$ cat src/logic/ptc_pkg.sv
package ptc_pkg;
   // ***********************************************************
   // register map (byte addresses, one aligned word each)
   // ***********************************************************
   localparam logic [4:0] adr_mode_control = 5'h00;
   localparam logic [4:0] adr_run_control  = 5'h04;
   localparam logic [4:0] adr_count_low    = 5'h08;
   localparam logic [4:0] adr_count_high   = 5'h0c;
   localparam logic [4:0] adr_cmpa_low     = 5'h10;
   localparam logic [4:0] adr_cmpa_high    = 5'h14;
   localparam logic [4:0] adr_period_low   = 5'h18;
   localparam logic [4:0] adr_period_high  = 5'h1c;

   // ***********************************************************
   // mode control field positions
   // ***********************************************************
   localparam int pos_mode_hi   = 7;
   localparam int pos_mode_lo   = 6;
   localparam int pos_pin_hi    = 5;
   localparam int pos_pin_lo    = 4;
   localparam int pos_init_lvl  = 3;
   localparam int pos_invert    = 2;
   localparam int pos_cap_src   = 1;
   localparam int pos_clr_src   = 0;
   localparam int pos_run_bit   = 0;

   localparam logic [7:0] mode_control_reset = 8'h00;

   localparam logic [1:0] mode_compare = 2'h0;
   localparam logic [1:0] mode_capture = 2'h1;
   localparam logic [1:0] mode_pwm     = 2'h2;
   localparam logic [1:0] mode_timer   = 2'h3;

   localparam logic [1:0] pin_fn_0 = 2'h0;
   localparam logic [1:0] pin_fn_1 = 2'h1;
   localparam logic [1:0] pin_fn_2 = 2'h2;
   localparam logic [1:0] pin_fn_3 = 2'h3;
endpackage

$ cat src/logic/ptc_timer.sv
// Operation
// RULE1: two-bit mode selects compare, capture, pwm, timer
// RULE2: software stops timer before changing mode
// RULE3: compare match drives pin: hold, low, high, toggle
// RULE4: pwm pin function: inactive, active, pwm, pulse
// RULE5: capture edge: rising, falling, both, disabled
// RULE6: timer mode ignores pin function, no pin
// RULE7: match to level equal initial shows nothing
// RULE8: run rising edge restores initial pin level
// RULE9: software alters pwm pin function only stopped
// RULE10: output-control bit sets initial or active level
// RULE11: polarity bit inverts pin, not timer mode
// RULE12: capture source: capture pin or clock pin
// RULE13: clear source: period/overflow or compare a
// RULE14: overflow clears only when period is zero
// RULE15: clear source ignored outside compare, timer
// RULE16: counter read-only via low/high bytes, reset zero
// RULE17: narrow high bytes read zero above width
// RULE18: compare a pair read/write, resets zero
// RULE19: period pair read/write, resets zero
// RULE20: low bytes pass through shared 8-bit buffer
// RULE21: run rise zeroes counter, fall holds count
// RULE22: match acts on pin in same edge
//
// Added by the designer: the address map and the APB slave port.
module ptc_timer #(
   parameter int count_width = 16
) (
   input  wire logic        pclk,
   input  wire logic        presetn,
   input  wire logic        psel,
   input  wire logic        penable,
   input  wire logic        pwrite,
   input  wire logic [31:0] paddr,
   input  wire logic [31:0] pwdata,
   output logic      [31:0] prdata,
   output logic             pready,
   output logic             pslverr,
   input  wire logic        capture_input_pin,
   input  wire logic        external_clock_pin,
   output logic             timer_output_pin,
   output logic             pin_enabled,
   output logic             capture_event,
   output logic             match_a_event,
   output logic             match_p_event
);
   localparam int cw = count_width;
   localparam logic [cw-1:0] max_count = {cw{1'b1}};
   localparam logic [cw-1:0] zero_count = '0;

   // ***********************************************************
   // state
   // ***********************************************************
   typedef struct packed {
      logic [7:0]    mode_control;
      logic          run;
      logic          run_q;
      logic [cw-1:0] count;
      logic [cw-1:0] cmpa;
      logic [cw-1:0] period;
      logic [cw-1:0] captured;
      logic [7:0]    low_buffer;
      logic          raw_pin;
      logic [2:0]    cap_sync;
      logic [2:0]    clk_sync;
      logic          cap_level;
      logic          clk_level;
      logic [31:0]   rdata;
      logic          cap_ev;
      logic          ma_ev;
      logic          mp_ev;
   } ptc_state_type;

   ptc_state_type st;
   ptc_state_type next_st;

   function automatic logic [7:0] high_byte(input logic [cw-1:0] v);
      logic [15:0] w;
      w = 16'(v);
      return w[15:8]; // narrow widths leave upper bits zero [RULE17]
   endfunction

   // the three high-byte registers share the buffer side effect
   function automatic logic high_adr(input logic [4:0] a);
      return a == ptc_pkg::adr_count_high || a == ptc_pkg::adr_cmpa_high
         || a == ptc_pkg::adr_period_high;
   endfunction

   logic [4:0]  addr;
   logic        addr_hit;
   logic        counting;
   logic        wr_en;
   logic        rd_en;
   logic [1:0]  mode;
   logic [1:0]  pin_fn;
   logic        init_lvl;
   logic        run_rise;
   logic        match_a;
   logic        match_p;
   logic        overflow;
   logic        cap_src;
   logic        cap_rise;
   logic        cap_fall;
   logic        capture_now;
   logic        clear_now;
   logic        pwm_level;
   logic        drive_level;
   logic [cw-1:0] wide_word;

   assign addr     = paddr[4:0];
   // only the low five address bits pick a register; anything above them
   // must be zero, otherwise the word would alias onto the register with the same low five bits
   assign addr_hit = (paddr[31:5] == 27'h0000000);
   assign wr_en    = psel & penable & pwrite & addr_hit;
   // reads are decoded in the setup cycle so that the registered read data
   // already stands in the access cycle, when the master samples it
   assign rd_en    = psel & ~penable & ~pwrite & addr_hit;
   assign mode     = st.mode_control[ptc_pkg::pos_mode_hi:ptc_pkg::pos_mode_lo]; // [RULE1]
   assign pin_fn   = st.mode_control[ptc_pkg::pos_pin_hi:ptc_pkg::pos_pin_lo];
   assign init_lvl = st.mode_control[ptc_pkg::pos_init_lvl];
   assign cap_src  = st.mode_control[ptc_pkg::pos_cap_src];
   assign run_rise = st.run & ~st.run_q;
   // the start cycle still shows the old count, so it must not match
   assign counting = st.run & st.run_q;

   // ***********************************************************
   // comparators
   // ***********************************************************
   assign match_a  = counting && (st.count == st.cmpa);
   assign match_p  = counting && (st.count == st.period) && (st.period != zero_count);
   assign overflow = counting && (st.count == max_count);

   always_comb begin
      logic src_level;
      logic src_mid;
      logic src_last;
      src_level = cap_src ? st.clk_level : st.cap_level; // [RULE12]
      src_mid   = cap_src ? st.clk_sync[1] : st.cap_sync[1];
      src_last  = cap_src ? st.clk_sync[2] : st.cap_sync[2];
      // an edge counts once the last two stages agree on a new level
      cap_rise = (src_mid == src_last) & src_last & ~src_level;
      cap_fall = (src_mid == src_last) & ~src_last & src_level;
      unique case (pin_fn) // [RULE5]
         ptc_pkg::pin_fn_0: capture_now = cap_rise;
         ptc_pkg::pin_fn_1: capture_now = cap_fall;
         ptc_pkg::pin_fn_2: capture_now = cap_rise | cap_fall;
         ptc_pkg::pin_fn_3: capture_now = 1'b0;
      endcase
      if (mode != ptc_pkg::mode_capture) begin
         capture_now = 1'b0;
      end
   end

   always_comb begin
      clear_now = 1'b0;
      if (mode == ptc_pkg::mode_compare || mode == ptc_pkg::mode_timer) begin
         if (st.mode_control[ptc_pkg::pos_clr_src]) begin // [RULE13]
            clear_now = match_a;
         end else begin
            // overflow only counts as a clear source when period is all zeros [RULE14]
            clear_now = match_p | (overflow & (st.period == zero_count));
         end
      end else if (mode == ptc_pkg::mode_pwm) begin
         clear_now = match_p | (overflow & (st.period == zero_count)); // [RULE15]
      end
   end

   // duty compare: count below cmpa is active; cmpa above period gives full duty
   assign pwm_level = (st.count < st.cmpa) ? init_lvl : ~init_lvl;

   // ***********************************************************
   // next state
   // ***********************************************************
   always_comb begin
      next_st        = st;
      next_st.run_q  = st.run;
      next_st.cap_sync = {st.cap_sync[1:0], capture_input_pin};
      next_st.clk_sync = {st.clk_sync[1:0], external_clock_pin};
      // a level only counts once the second and third stage agree
      if (st.cap_sync[1] == st.cap_sync[2]) begin
         next_st.cap_level = st.cap_sync[2];
      end
      if (st.clk_sync[1] == st.clk_sync[2]) begin
         next_st.clk_level = st.clk_sync[2];
      end
      next_st.cap_ev = capture_now;
      next_st.ma_ev  = match_a;
      next_st.mp_ev  = match_p;
      wide_word      = zero_count;

      if (run_rise) begin
         next_st.count = zero_count; // [RULE21]
      end else if (st.run) begin
         next_st.count = clear_now ? zero_count : st.count + cw'(1);
      end // stopped run holds the count [RULE21]
      if (capture_now) begin
         next_st.captured = st.count;
      end

      // compare match pin action on the very edge of the match [RULE22]
      if (run_rise) begin
         next_st.raw_pin = init_lvl; // [RULE8]
      end else if (mode == ptc_pkg::mode_compare && match_a) begin
         unique case (pin_fn) // [RULE3]
            ptc_pkg::pin_fn_0: next_st.raw_pin = st.raw_pin;
            ptc_pkg::pin_fn_1: next_st.raw_pin = 1'b0; // equal to initial stays put [RULE7]
            ptc_pkg::pin_fn_2: next_st.raw_pin = 1'b1;
            ptc_pkg::pin_fn_3: next_st.raw_pin = ~st.raw_pin;
         endcase
      end else if (mode == ptc_pkg::mode_pwm) begin
         unique case (pin_fn) // [RULE4] [RULE10]
            ptc_pkg::pin_fn_0: next_st.raw_pin = ~init_lvl;
            ptc_pkg::pin_fn_1: next_st.raw_pin = init_lvl;
            ptc_pkg::pin_fn_2: next_st.raw_pin = pwm_level;
            ptc_pkg::pin_fn_3: next_st.raw_pin = st.run ? init_lvl : ~init_lvl;
         endcase
      end
      // single pulse ends on compare a, which clears run
      if (mode == ptc_pkg::mode_pwm && pin_fn == ptc_pkg::pin_fn_3 && match_a
          && !run_rise) begin
         next_st.run = 1'b0;
      end

      if (wr_en) begin
         unique case (addr)
            ptc_pkg::adr_mode_control: next_st.mode_control = pwdata[7:0];
            ptc_pkg::adr_run_control:  next_st.run = pwdata[ptc_pkg::pos_run_bit];
            ptc_pkg::adr_cmpa_low,
            ptc_pkg::adr_period_low:   next_st.low_buffer = pwdata[7:0]; // [RULE20]
            ptc_pkg::adr_cmpa_high: begin
               wide_word = cw'({pwdata[7:0], st.low_buffer});
               next_st.cmpa = wide_word; // [RULE18] [RULE20]
            end
            ptc_pkg::adr_period_high: begin
               wide_word = cw'({pwdata[7:0], st.low_buffer});
               next_st.period = wide_word; // [RULE19] [RULE20]
            end
            default: ;
         endcase
      end

      // buffer loads in the same edge as the high byte, so both halves match
      next_st.rdata = '0;
      if (rd_en) begin
         unique case (addr)
            ptc_pkg::adr_mode_control: next_st.rdata = {24'h000000, st.mode_control};
            ptc_pkg::adr_run_control:  next_st.rdata = {31'h00000000, st.run};
            ptc_pkg::adr_count_high: begin
               // capture mode reads the latched value, otherwise the live count
               wide_word = (mode == ptc_pkg::mode_capture) ? st.captured : st.count;
               next_st.rdata = {24'h000000, high_byte(wide_word)}; // [RULE16]
               next_st.low_buffer = wide_word[7:0]; // [RULE20]
            end
            ptc_pkg::adr_cmpa_high: begin
               next_st.rdata = {24'h000000, high_byte(st.cmpa)};
               next_st.low_buffer = st.cmpa[7:0];
            end
            ptc_pkg::adr_period_high: begin
               next_st.rdata = {24'h000000, high_byte(st.period)};
               next_st.low_buffer = st.period[7:0];
            end
            ptc_pkg::adr_count_low,
            ptc_pkg::adr_cmpa_low,
            ptc_pkg::adr_period_low:   next_st.rdata = {24'h000000, st.low_buffer};
            default: ;
         endcase
      end
   end

   always_ff @(posedge pclk or negedge presetn) begin
      if (!presetn) begin
         st <= '0;
      end else begin
         st <= next_st;
      end
   end

   // ***********************************************************
   // outputs
   // ***********************************************************
   assign pin_enabled = (mode != ptc_pkg::mode_timer) && (mode != ptc_pkg::mode_capture); // [RULE6]
   assign drive_level = st.mode_control[ptc_pkg::pos_invert] ? ~st.raw_pin : st.raw_pin; // [RULE11]
   assign timer_output_pin = pin_enabled ? drive_level : 1'b0;
   assign prdata        = st.rdata;
   assign pready        = 1'b1;
   assign pslverr       = 1'b0;
   assign capture_event = st.cap_ev;
   assign match_a_event = st.ma_ev;
   assign match_p_event = st.mp_ev;

   // ***********************************************************
   // checks
   // ***********************************************************
   a_run_clears_count: assert property (@(posedge pclk) disable iff (!presetn) // [RULE21]
      $rose(st.run) |=> st.count == zero_count) else $error("count not zero after start");
   a_stop_holds_count: assert property (@(posedge pclk) disable iff (!presetn) // [RULE21]
      (!st.run && !st.run_q) |=> $stable(st.count)) else $error("stopped count moved");
   a_run_sets_level: assert property (@(posedge pclk) disable iff (!presetn) // [RULE8]
      (run_rise && mode == ptc_pkg::mode_compare) |=> st.raw_pin == $past(init_lvl))
      else $error("pin not at initial level");
   a_toggle_on_match: assert property (@(posedge pclk) disable iff (!presetn) // [RULE3]
      (!run_rise && match_a && mode == ptc_pkg::mode_compare && pin_fn == ptc_pkg::pin_fn_3)
      |=> st.raw_pin != $past(st.raw_pin)) else $error("toggle missed");
   a_timer_no_pin: assert property (@(posedge pclk) disable iff (!presetn) // [RULE6]
      mode == ptc_pkg::mode_timer |-> !timer_output_pin) else $error("timer mode drives pin");
   a_clear_on_a: assert property (@(posedge pclk) disable iff (!presetn) // [RULE13]
      (st.run && !run_rise && match_a && mode == ptc_pkg::mode_compare
       && st.mode_control[ptc_pkg::pos_clr_src]) |=> st.count == zero_count)
      else $error("compare a did not clear");
   a_high_commits: assert property (@(posedge pclk) disable iff (!presetn) // [RULE20]
      (wr_en && addr == ptc_pkg::adr_period_high) |=> st.period[7:0] == $past(st.low_buffer))
      else $error("low byte not committed");
   a_capture_off: assert property (@(posedge pclk) disable iff (!presetn) // [RULE5]
      (mode == ptc_pkg::mode_capture && pin_fn == ptc_pkg::pin_fn_3) |=> !capture_event)
      else $error("capture while disabled");
   a_read_stands: assert property (@(posedge pclk) disable iff (!presetn) // [RULE16]
      (prdata != 32'h00000000) |-> (psel && penable && !pwrite))
      else $error("read data outside access");
   a_mode_readback: assert property (@(posedge pclk) disable iff (!presetn) // [RULE1]
      (psel && penable && !pwrite && paddr == 32'(ptc_pkg::adr_mode_control))
      |-> prdata == {24'h000000, $past(st.mode_control)})
      else $error("mode control read back wrong");
   a_narrow_high: assert property (@(posedge pclk) disable iff (!presetn) // [RULE17]
      (psel && penable && !pwrite && addr_hit && high_adr(addr))
      |-> (prdata >> (cw - 8)) == 32'h00000000)
      else $error("unimplemented high bits set");
   a_low_write_buffers: assert property (@(posedge pclk) disable iff (!presetn) // [RULE20]
      (wr_en && addr == ptc_pkg::adr_cmpa_low)
      |=> st.low_buffer == $past(pwdata[7:0]) && $stable(st.cmpa))
      else $error("low byte write went past the buffer");
   a_pulse_stops_run: assert property (@(posedge pclk) disable iff (!presetn) // [RULE4]
      (mode == ptc_pkg::mode_pwm && pin_fn == ptc_pkg::pin_fn_3 && match_a && !wr_en)
      |=> !st.run) else $error("single pulse did not stop");
   a_pwm_forced: assert property (@(posedge pclk) disable iff (!presetn) // [RULE4]
      (mode == ptc_pkg::mode_pwm && !pin_fn[1] && !run_rise)
      |=> st.raw_pin == ($past(pin_fn[0]) ? $past(init_lvl) : !$past(init_lvl)))
      else $error("forced pwm level wrong");
   a_pwm_start_level: assert property (@(posedge pclk) disable iff (!presetn) // [RULE8]
      (run_rise && mode == ptc_pkg::mode_pwm) |=> st.raw_pin == $past(init_lvl))
      else $error("pwm start not at initial level");
   a_capture_edge: assert property (@(posedge pclk) disable iff (!presetn) // [RULE5]
      (mode == ptc_pkg::mode_capture && pin_fn == ptc_pkg::pin_fn_1 && cap_rise)
      |=> !capture_event) else $error("rising edge captured in falling mode");
   a_period_clear: assert property (@(posedge pclk) disable iff (!presetn) // [RULE13]
      (match_p && mode == ptc_pkg::mode_timer && !st.mode_control[ptc_pkg::pos_clr_src])
      |=> st.count == zero_count) else $error("period match did not clear");
   a_sync_level: assert property (@(posedge pclk) disable iff (!presetn) // [RULE12]
      (st.cap_sync[1] != st.cap_sync[2]) |=> $stable(st.cap_level))
      else $error("capture level moved before stages agreed");
endmodule // ptc_timer

$ cat config.mk
export PLATFORM = sky130hd
export DESIGN_NAME = ptc_timer
export DESIGN_NICKNAME = d
export VERILOG_FILES = /design/src/logic/ptc_pkg.sv /design/src/logic/ptc_timer.sv
export SDC_FILE = /design/constraint.sdc
export NUM_CORES = 1
export LEC_CHECK = 0
export ABC_AREA = 1
export BUFFER_PORTS_ARGS = -buffer_cell sky130_fd_sc_hd__buf_4
export CORE_ASPECT_RATIO = 1.75
export CORE_MARGIN = 5
export CORE_UTILIZATION = 28
export DETAILED_ROUTE_END_ITERATION = 8
export SYNTH_ARGS = -nofsm -noshare
export SYNTH_HDL_FRONTEND = slang
export SYNTH_SLANG_ARGS = --single-unit
$ cat constraint.sdc
create_clock -name pclk -period 4 [get_ports pclk]
set_clock_uncertainty 0.05 [all_clocks]
set_input_delay 0.6 -clock pclk [delete_from_list [all_inputs] [get_ports pclk]]
set_output_delay 0.6 -clock pclk [all_outputs]
set_load 0.01 [all_outputs]
After elaboration in Yosys (flattened, before gate mapping). Cells that the tools add are included.

Register bits: 126. Output and inout bits: 39. Bits of input ports: 71.

Reductions and logical operators: 25. Mux-type cells: 30. $lt $le $gt $ge: 1. Bitwise logic cells: 22. $add $sub $neg: 1. Equality and inequality tests: 22.

Operators with widths (count): $mux 16 (4); $pmux 8 s6 (1); $eq 16x16->1 (2); $mux 8 (4); $logic_not 27->1 (1); $pmux 8 s3 (1); $eq 5x5->1 const B (4); $mux 1 (17); $add 16x1->16 const B (1); $eq 16x16->1 const B (1); $logic_not 16->1 (1); $lt 16x16->1 (1); $reduce_bool 16->1 (1); $and 1x1->1 (13); $eq 5x4->1 const B (2); $logic_and 1x1->1 (9); $eq 2x2->1 const B (4); $pmux 1 s4 (2); $reduce_and 2->1 (4); $not 1->1 (7); $eq 5x3->1 const B (1); $logic_not 5->1 (1); $eq 2x1->1 const B (2); $logic_not 2->1 (2); 12 further kinds (15).

Longest topological paths before layout. Gate-level depths: netlist of the first run.

Depth in word-level cells: 9. Gate-level depth with buffers: 18. Mapped depth without buffers: 18.

Worst setup path before layout of the first run. No wires, ideal clock.

Path kind: register -> output. From: register st (netlist bit mode[1]). To: output timer_output_pin. Stages on the path, launching flop included: 7. Path slack: 1937 ps. Data arrival time: 1413 ps. Cells stage by stage: dfrtp_1 inv_1 ha_1 clkbuf_1 nor2_1 o21ai_0 a21oi_1.

Word-level cells in the longest chain between the ends: 3. Elaborated cells between the ends (all ways): 4. Those cells by class: eq/ne: 2; mux: 1; reduce/logical: 1.

RTL lines: start: declaration (RTL line ptc_timer.sv:74) `ptc_state_type st;`; start signal: assignment (RTL line ptc_timer.sv:274) `st <= next_st;`; $ne 2x2->1 or $ne 2x1->1 (tied branches) (RTL line ptc_timer.sv:281) `assign pin_enabled = (mode != ptc_pkg::mode_timer) && (mode != ptc_pkg::mode_capture);`; $logic_and 1x1->1 (*) (RTL line ptc_timer.sv:281); via pin_enabled (RTL line ptc_timer.sv:42) `output logic pin_enabled,`; $mux 1 (*) (RTL line ptc_timer.sv:283) `assign timer_output_pin = pin_enabled ? drive_level : 1'b0;`; end: declaration (RTL line ptc_timer.sv:41) `output logic timer_output_pin,`.

The timed path passes the listed nets; every way through them passes the cells marked *.

Final worst setup path of the first run.
From: register st (netlist bit next_st[116]). To: register st[103] in the netlist's numbering.

Word-level cells in the longest chain between the ends: 9. Elaborated cells between the ends (all ways): 15. Those cells by class: mux: 6; bitwise: 4; reduce/logical: 5.

RTL lines: $and 1x1->1 (RTL line ptc_timer.sv:124) `assign counting = st.run & st.run_q;`; $logic_and 1x1->1, on equally long branches (RTL line ptc_timer.sv:131, ptc_timer.sv:130); $and 1x1->1 or $logic_and 1x1->1 (tied branches) (RTL line ptc_timer.sv:161, ptc_timer.sv:164, ptc_timer.sv:130); $or 1x1->1 (RTL line ptc_timer.sv:161, ptc_timer.sv:164); $mux 1, on equally long branches (RTL line ptc_timer.sv:163, ptc_timer.sv:157); $mux 1 (RTL line ptc_timer.sv:156) `if (mode == ptc_pkg::mode_compare || mode == ptc_pkg::mode_timer) begin`; $mux 16 (RTL line ptc_timer.sv:194) `next_st.count = clear_now ? zero_count : st.count + cw'(1);`; $mux 16 (RTL line ptc_timer.sv:193) `end else if (st.run) begin`; $mux 16 (RTL line ptc_timer.sv:191) `if (run_rise) begin`.

Several ways; a longest one is shown, not always the timed one. The select of a mux whose other input is x is not followed. A chain may end at the register's enable or synchronous reset.

==> results of run 1 <==
## sequential cells by signal, summed over array words and instances (netlist names)
register and cells:
match_a_event 1, pin_fn 2, cap_src 1, st 80, next_st 5, capture_event 1, init_lvl 1, match_p_event 1
prdata 8, mode 2
## worst max-delay path, stage by stage, from the launching register on
cell and delay [ps]:
sky130_fd_sc_hd__dfrtp_1 480, sky130_fd_sc_hd__nand2_2 230, sky130_fd_sc_hd__inv_2 270, sky130_fd_sc_hd__nand4_1 180, sky130_fd_sc_hd__nor3_1 300, sky130_fd_sc_hd__and2_1 350
sky130_fd_sc_hd__nand3b_4 310, sky130_fd_sc_hd__nand3_1 200, sky130_fd_sc_hd__nand2_1 60
## path summary, 6_finish.rpt
check	end	slack (ps)
min reg2reg	next_st[42]	320
max reg2reg	st[103]	1430
min in group asynchronous	prdata[0]	360
max in group asynchronous	st[103]	2450
min	next_st[38]	300
max	st[103]	1430
## cells in the final DEF (no fill, tap or decap), types with 12 or more instances in the layout
cell type                 instances
sky130_fd_sc_hd__o22ai_1         12
sky130_fd_sc_hd__buf_4           68
sky130_fd_sc_hd__a21oi_1         45
sky130_fd_sc_hd__ha_1            21
sky130_fd_sc_hd__nor2_1          53
sky130_fd_sc_hd__o21ai_1         18
sky130_fd_sc_hd__nand2_1        211
sky130_fd_sc_hd__o21ai_0         60
sky130_fd_sc_hd__nor4_1          17
sky130_fd_sc_hd__nand3_2         13
sky130_fd_sc_hd__inv_1           91
sky130_fd_sc_hd__conb_1          26
sky130_fd_sc_hd__nand3_1         38
sky130_fd_sc_hd__dfrtp_1        102
## power groups by stage
stage	combinational (mW)	sequential, mW	clock [mW]
6_report	0.104	1.04	0.854
4_1_cts	0.106	1.04	0.874
2_1_floorplan	0.0510	1.06	0
5_1_grt	0.118	1.04	0.904
3_3_place_gp	0.105	1.06	0
3_5_place_dp	0.106	1.06	0
## synth_stat cells, types with 2 or more instances
library cell,instances,area [um2]
sky130_fd_sc_hd__inv_2,2,7.510
sky130_fd_sc_hd__nand3_1,38,190.2
sky130_fd_sc_hd__nand4_1,8,50.05
sky130_fd_sc_hd__a21oi_1,45,225.2
sky130_fd_sc_hd__a221oi_1,4,35.03
sky130_fd_sc_hd__conb_1,2,7.510
sky130_fd_sc_hd__nor4_1,17,106.4
sky130_fd_sc_hd__nand2_4,5,56.30
sky130_fd_sc_hd__xnor2_1,2,17.52
sky130_fd_sc_hd__clkbuf_1,12,45.04
sky130_fd_sc_hd__dfrtp_1,102,2552
sky130_fd_sc_hd__nor2_4,3,33.78
sky130_fd_sc_hd__nand3b_1,2,15.01
sky130_fd_sc_hd__and3_1,2,12.51
sky130_fd_sc_hd__buf_6,5,56.30
sky130_fd_sc_hd__nor3_1,9,45.04
sky130_fd_sc_hd__nand3_2,13,130.1
sky130_fd_sc_hd__buf_4,36,270.3
sky130_fd_sc_hd__ha_1,21,262.8
sky130_fd_sc_hd__o21a_1,2,15.01
sky130_fd_sc_hd__inv_1,91,341.6
sky130_fd_sc_hd__xor2_1,2,17.52
sky130_fd_sc_hd__a41oi_1,3,26.28
sky130_fd_sc_hd__o21ai_1,18,90.09
sky130_fd_sc_hd__o21ai_0,60,300.3
sky130_fd_sc_hd__nand2_1,211,792.0
sky130_fd_sc_hd__o22ai_1,12,75.07
sky130_fd_sc_hd__buf_2,5,25.02
sky130_fd_sc_hd__nand2_2,6,37.54
sky130_fd_sc_hd__o21ai_2,6,52.55
sky130_fd_sc_hd__nor2_1,53,198.9
## area by class of cell
class,instances,share of cell area [%]
clock inverter,4,0.4230
multi-input combinational,583,42.51
clock buffer,12,3.613
sequential,102,35.95
inverter,95,5.093
tap,296,5.217
timing repair buffer,68,7.191
## cells by family (layout without fill, tap and decap cells)
group / after synthesis / after routing / share of synthesized area [%]
xor+xnor: 4 / 4 / 0.5603
fa+ha+maj: 22 / 22 / 4.362
mux: 1 / 1 / 0.1801
flops: 102 / 102 / 40.82
compound gates: 156 / 156 / 13.91
other cells: 2 / 26 / 0.1201
simple gates: 374 / 374 / 27.69
buf+inv: 154 / 179 / 12.36
## metal layers
| metal | track usage (%) | vias to the layer above | part of all wire, % |
|---|---|---|---|
| li1 | - | 2696 | - |
| met2 | 27.15 | 165 | 53 |
| met3 | 1.690 | 59 | 3.9 |
| met4 | 10.02 | 0 | 7.1 |
| met1 | 14.94 | 2554 | 36 |
| met5 | 0 | - | 0 |
==> results_tabular.tex, run 1 <==
\begin{tabular}{lr}
\hline
Metric & Value \\
\hline
\multicolumn{2}{l}{\textbf{Run status}} \\
Result of the run & finished clean \\
\multicolumn{2}{l}{\textbf{Clock network}} \\
Buffer count from post-CTS setup fixing & 0 \\
Number of H-tree branching levels & 3 \\
Quantity of hold-fixing buffers added after cts & 0 \\
Clock sink total & 102 \\
Skew-Pair Late Insertion Delay & $\sim$360 ps \\
Buffer depth of the longest clock path & 2 \\
Reg clk slew, reported paths & roughly 70 ps \\
Root Buffer Master & sky130\_fd\_sc\_hd\_\_clkbuf\_16 \\
Cts bufs inserted & 9 \\
Clock tree from TritonCTS & done \\
Post-cts resize count & 0 \\
\multicolumn{2}{l}{\textbf{Critical path}} \\
Worst reg-to-reg path cell count & 8 \\
Maximum fanout encountered on the critical timing path & 16 \\
Launching point of the worst reg2reg path & next\_st[116] \\
Req. time, crit path & 4190 ps \\
Startpoint of the worst setup timing path & next\_st[116] \\
CP Launch Type & flop \\
Arrival time worst endpoint & 2760 ps \\
Worst setup EP type & flop \\
Worst setup path class & reg2reg \\
\multicolumn{2}{l}{\textbf{Layout}} \\
Area growth from synthesis to layout & 13.53\% \\
Fraction of layout cells with a size suffix above 1 & between 10\% and 20\% \\
Total area of multi-input combinational cells & between 3000 and 4000 um2 \\
Number of nets at the end of the flow & about 950 \\
Count of filler cells inserted in the layout & 2,396 \\
Utilization after layout & between 30\% and 40\% \\
Post-route cell area & a little over 7000 um2 \\
Register area & around 2600 um2 \\
N\_diodes & 0 \\
Number of non-filler instances in the completed layout & roughly 1,200 \\
\multicolumn{2}{l}{\textbf{Min path}} \\
Classification of the worst-slack hold path & in2reg \\
Worst hold path depth & 1 \\
Origin of the worst min-delay path & external\_clock\_pin \\
\multicolumn{2}{l}{\textbf{Floorplanning}} \\
Core Rows & 72 \\
Die width & roughly 120 um \\
Die ar. & between 20,000 and 30,000 um2 \\
Chip Height & between 200 and 250 um \\
Top-Level Pins & 110 \\
Initial cell density of the core & between 20 and 30\% \\
Core area & 22,070 um2 \\
\multicolumn{2}{l}{\textbf{Power and ir drop}} \\
Sw frac & about a quarter \\
Power density over the cells & around 280 nW/um2 \\
Internal Power & between 1.5 and 2 mW \\
PnR Total Power & 1.997 mW \\
Cell leakage power & $\sim$3.3 nW \\
Relative contribution of the clock network to total power & a little over two fifths \\
Net Sw Power & between 400 and 500 uW \\
Combinational fraction of design power & under 10\% \\
Worst vdd rail ir drop & roughly 250 uV \\
Sequential group share of total power & a little over half \\
\multicolumn{2}{l}{\textbf{GRT}} \\
Antenna violations before repair & 0 \\
Aggregate global routing overflow & 0 \\
Maximum number of pins on one net before global-route repair & 80 \\
Number of global-route vias before repair & around 5,400 \\
Wire length of the first global-routing pass & $\sim$29,000 um \\
Global Route Usage Sum & 14.70\% \\
\multicolumn{2}{l}{\textbf{Timing}} \\
Max Clk Rate & around 0.4 GHz \\
Unrepaired setup endpoints after global routing & no \\
Worst hold slack across all endpoints & slightly above 300 ps \\
Period Utilization, post-route & 64.14\% \\
Transition time at the pin with the least slew margin & between 1000 and 1500 ps \\
Clock period minus final worst setup slack & about 2600 ps \\
Setup violators final & 0 \\
Normalized max-slew margin & approximately 31\% \\
Pins Over Slew Limit & 0 \\
Final hold violation count & 0 \\
Slack of the critical path & around 1400 ps \\
Total negative slack & 0 ps \\
\multicolumn{2}{l}{\textbf{Detailed routing}} \\
Sum of routed wire length over all layers & approximately 18,000 um \\
Number of violations reported at the end of detailed-routing iteration 0 & between 300 and 400 \\
Vias & $\sim$5,500 \\
Via-to-Cell Ratio & 4.719 \\
DRC errors left & 0 \\
Initial DRT Pass Iterations & 5 \\
Post-detailed-route wirelength per cell & between 15 and 20 um \\
Final antenna-violating net count & 0 \\
\multicolumn{2}{l}{\textbf{Synth}} \\
Count of yosys warnings during synthesis & 0 \\
FF+latch count, synth & 102 \\
Fraction of registers with async set or reset after synthesis & 100.0\% \\
Number of distinct library cells after synthesis & 49 \\
Sequential area share after synthesis & approximately two fifths \\
Most used flip-flop cell after synthesis & sky130\_fd\_sc\_hd\_\_dfrtp\_1 \\
Post-synth EDFFs & 0 \\
Cell Area, Synth & roughly 6300 um2 \\
Number of cells produced by synthesis & about 820 \\
Average instance area after synthesis & around 7.7 um2 \\
\multicolumn{2}{l}{\textbf{Placed design}} \\
Cell total after placement & between 1,000 and 1,500 \\
Hpwl dp & roughly 15,000 um \\
Placed Area & between 6000 and 7000 um2 \\
Placement-stage worst setup slack & 1329 ps \\
Number of input and output port buffers inserted & between 50 and 60 \\
Gpl congestion & 0.9214 \\
\multicolumn{2}{l}{\textbf{Run}} \\
Count of maximum capacitance violations & 0 \\
\hline
\end{tabular}
Note: power is estimated with default switching activity, not from simulation.
==> run 2: changes to the inputs <==
Settings changed: ABC_AREA 1 to 0.
Clock period 4 ns to 2.5 ns, I/O delays scaled along.
==> run 2 against run 1 <==
  * Routed wire length is 0.99% lower
  * Sequential cell count stayed put
  * Die area is 4.0% lower
  * Cell area is 0.65% higher
  * Register-to-register slack worse by 1300 ps
  * Final cell count is 19% lower
  * Synthesized cell count is 25% lower
  * Utilization is 1.8 points higher
  * Worst setup slack worse by 1300 ps
  * Worst hold slack worse by 230 ps
  * Via count is 13% lower
  * Combinational power is 79% higher
==> results_tabular.tex, run 2 <==
\begin{tabular}{lr}
\hline
Metric & Value \\
\hline
\multicolumn{2}{l}{\textbf{Synth}} \\
Share of the synthesized area in the top cell type & between 40\% and 50\% \\
Area leader, netlist & sky130\_fd\_sc\_hd\_\_dfrtp\_1 \\
Sequential area share after synthesis & between 40 and 50\% \\
Number of cells produced by synthesis & 614 \\
Cell with the most instances after synthesis & sky130\_fd\_sc\_hd\_\_dfrtp\_1 \\
Post-synth EDFFs & 0 \\
Fraction of the mapped netlist area in compound gates & between 10 and 15\% \\
Most used flip-flop cell after synthesis & sky130\_fd\_sc\_hd\_\_dfrtp\_1 \\
Main combinational cell family by area after synthesis & simple AND/OR/NAND/NOR gates \\
Adder-cell share of the synthesized area & under 10\% \\
FF+latch count, synth & around 100 \\
Fraction of registers with async set or reset after synthesis & 100.0\% \\
XOR/XNOR share of the synthesized area & under 10\% \\
Cell Area, Synth & 5987 um2 \\
Area fraction in and, or, nand and nor cells after synthesis & approximately 17\% \\
Average instance area after synthesis & 9.751 um2 \\
Most numerous cell types in the synthesized netlist & 102 x sky130\_fd\_sc\_hd\_\_dfrtp\_1, 87 x sky130\_fd\_sc\_hd\_\_nand2\_1, 44 x sky130\_fd\_sc\_hd\_\_mux2\_2, 35 x sky130\_fd\_sc\_hd\_\_buf\_4, 34 x sky130\_fd\_sc\_hd\_\_o21ai\_0 \\
Biggest area contributors in the synthesized netlist & sky130\_fd\_sc\_hd\_\_dfrtp\_1 43\%, sky130\_fd\_sc\_hd\_\_mux2\_2 8.3\%, sky130\_fd\_sc\_hd\_\_nand2\_1 5.5\%, sky130\_fd\_sc\_hd\_\_mux2i\_1 4.7\%, sky130\_fd\_sc\_hd\_\_buf\_4 4.4\% \\
Mux contribution to synthesized area & around an eighth \\
Count of yosys warnings during synthesis & 0 \\
Number of distinct library cells after synthesis & 58 \\
\multicolumn{2}{l}{\textbf{GRT}} \\
Number of global-route vias before repair & slightly below 5,000 \\
Global Route Usage Sum & between 10 and 15\% \\
Maximum number of pins on one net before global-route repair & 69 \\
Aggregate global routing overflow & 0 \\
Antenna violations before repair & 0 \\
Wire length of the first global-routing pass & around 28,000 um \\
\multicolumn{2}{l}{\textbf{Clock network}} \\
Number of H-tree branching levels & 3 \\
Reg clk slew, reported paths & roughly 80 ps \\
Clock tree from TritonCTS & done \\
Root Buffer Master & sky130\_fd\_sc\_hd\_\_clkbuf\_16 \\
Buffer depth of the longest clock path & 2 \\
Cts bufs inserted & 9 \\
Clock sink total & around 100 \\
Skew-Pair Late Insertion Delay & $\sim$360 ps \\
\multicolumn{2}{l}{\textbf{Timing}} \\
Pins Over Slew Limit & 0 \\
Transition time at the pin with the least slew margin & about 500 ps \\
Max Clk Rate & approximately 0.42 GHz \\
Normalized max-slew margin & 65.83\% \\
Setup violators final & 0 \\
Total negative slack & 0 ps \\
Period Utilization, post-route & between 90\% and 100\% \\
Unrepaired setup endpoints after global routing & no \\
Clock period minus final worst setup slack & 2376 ps \\
Slack of the critical path & about 120 ps \\
Final hold violation count & 0 \\
\multicolumn{2}{l}{\textbf{Detailed routing}} \\
Number of violations reported at the end of detailed-routing iteration 0 & about 250 \\
Sum of routed wire length over all layers & between 15,000 and 20,000 um \\
Vias & 4,785 \\
Via-to-Cell Ratio & a little over 5 \\
Final antenna-violating net count & 0 \\
Post-detailed-route wirelength per cell & about 19 um \\
Initial DRT Pass Iterations & 5 \\
DRC errors left & 0 \\
\multicolumn{2}{l}{\textbf{Layout}} \\
Number of nets at the end of the flow & approximately 800 \\
N\_diodes & 0 \\
Most common cell after layout, fill and taps aside & sky130\_fd\_sc\_hd\_\_buf\_4 \\
Register containing the most flip-flops in the final layout & st \\
Post-route cell area & about 7000 um2 \\
Commonest cells after routing, fill and taps aside & 104 x sky130\_fd\_sc\_hd\_\_buf\_4, 102 x sky130\_fd\_sc\_hd\_\_dfrtp\_1, 87 x sky130\_fd\_sc\_hd\_\_nand2\_1 \\
Area growth from synthesis to layout & 19.35\% \\
Number of flip-flops in the largest register & 80 \\
Number of non-filler instances in the completed layout & between 900 and 1,000 \\
Count of filler cells inserted in the layout & 2,120 \\
Fraction of layout cells with a size suffix above 1 & approximately 26\% \\
\multicolumn{2}{l}{\textbf{Critical path}} \\
Req. time, crit path & about 2700 ps \\
Worst setup path class & reg2reg \\
Arrival time worst endpoint & about 2600 ps \\
Worst setup EP type & flop \\
CP Launch Type & flop \\
Maximum fanout encountered on the critical timing path & 4 \\
\multicolumn{2}{l}{\textbf{Placed design}} \\
Placed Area & between 6000 and 7000 um2 \\
Placement-stage worst setup slack & 7.857 ps \\
Cell total after placement & 926 \\
Gpl congestion & about 0.96 \\
Number of input and output port buffers inserted & between 50 and 60 \\
Hpwl dp & $\sim$14,000 um \\
\multicolumn{2}{l}{\textbf{Run status}} \\
Result of the run & finished clean \\
\multicolumn{2}{l}{\textbf{Floorplanning}} \\
Top-Level Pins & 110 \\
Die width & $\sim$120 um \\
Core area & between 20,000 and 25,000 um2 \\
Initial cell density of the core & 28.48\% \\
Chip Height & about 200 um \\
Core Rows & 70 \\
Die ar. & 24,520 um2 \\
\multicolumn{2}{l}{\textbf{Min path}} \\
Classification of the worst-slack hold path & in2reg \\
\multicolumn{2}{l}{\textbf{Power and ir drop}} \\
Worst vdd rail ir drop & between 200 and 300 uV \\
Power density over the cells & between 400 and 500 nW/um2 \\
PnR Total Power & between 3 and 4 mW \\
Cell leakage power & about 3.4 nW \\
\multicolumn{2}{l}{\textbf{Run}} \\
Count of maximum capacitance violations & 0 \\
\hline
\end{tabular}
## run 2: cell count changes in the layout (fill, tap and decap cells not counted), sizes merged, moves of 31 or more
cell,change
buf,+38
nand2,-135
nor2,-41
mux2,+43
o21ai,-49
a21oi,-31
inv,-70
## run 2: cell type report
class / count / area, um2 / area share [%]
Multi-Input combinational cell: 444 / 3065 / 42.90
Sequential cell: 102 / 2552 / 35.72
Timing Repair Buffer: 107 / 830.8 / 11.63
Tap cell: 252 / 315.3 / 4.413
Clock buffer: 11 / 232.7 / 3.257
Inverter: 22 / 82.58 / 1.156
Clock inverter: 5 / 66.31 / 0.9280
## run 2: cells by family after synthesis
group / count (synthesis)
and+or+nand+nor: 201
AOI/OAI and AO/OA: 102
DFF: 102
buffers and inverters: 92
muxes: 72
adders and majority gates: 23
xor gates and xnor gates: 20
other: 2
## run 2: final timing paths
check,to,from,cells after the start,slack [ps]
max,next_st[116],st[98],8,120
min,next_st[38],external_clock_pin,1,80
max reg2reg,next_st[116],st[98],8,120
min reg2reg,next_st[42],next_st[41],0,310
max in group asynchronous,st[65],presetn,3,1190
min in group asynchronous,st[69],presetn,2,470
## run 2: report_power, final
part / switching (mW) / internal (mW) / total, mW
sequential: 0.00475 / 1.66 / 1.66
clock: 0.646 / 0.792 / 1.44
combinational: 0.115 / 0.0711 / 0.186
## run 2: stage by stage
step | util [%] | hold slack [ps]
3_5_place_dp | 32.37 | 289.4
2_1_floorplan | - | 29.41
5_1_grt | 33.99 | 70.38
4_1_cts | 33.86 | 64.83
3_3_place_gp | 32.37 | 285.3
6_report | 33.99 | 75.44
## run 2: repair_timing
item / CTS / global route
setup endpoints to repair: 1 / 3
gates resized for setup: 1 / 5
setup buffers: 0 / 0
endpoints found under the hold margin: 34 / 0
hold buffers: 1 / 0
## run 2: worst max-delay path: stages (launching register included)
cell	delay [ps]
sky130_fd_sc_hd__dfrtp_1	360
sky130_fd_sc_hd__inv_1	60
sky130_fd_sc_hd__ha_1	290
sky130_fd_sc_hd__nand4_1	180
sky130_fd_sc_hd__or2_4	330
sky130_fd_sc_hd__nor4_1	300
sky130_fd_sc_hd__buf_4	180
sky130_fd_sc_hd__a41oi_1	180
sky130_fd_sc_hd__mux2_2	320
## run 2: layer usage
metal / track usage (%) / wire [um]
met1: 15.20 / 6550
met2: 28.23 / 9848
met3: 1.332 / 573
met4: 10.45 / 1279
met5: 0 / 0
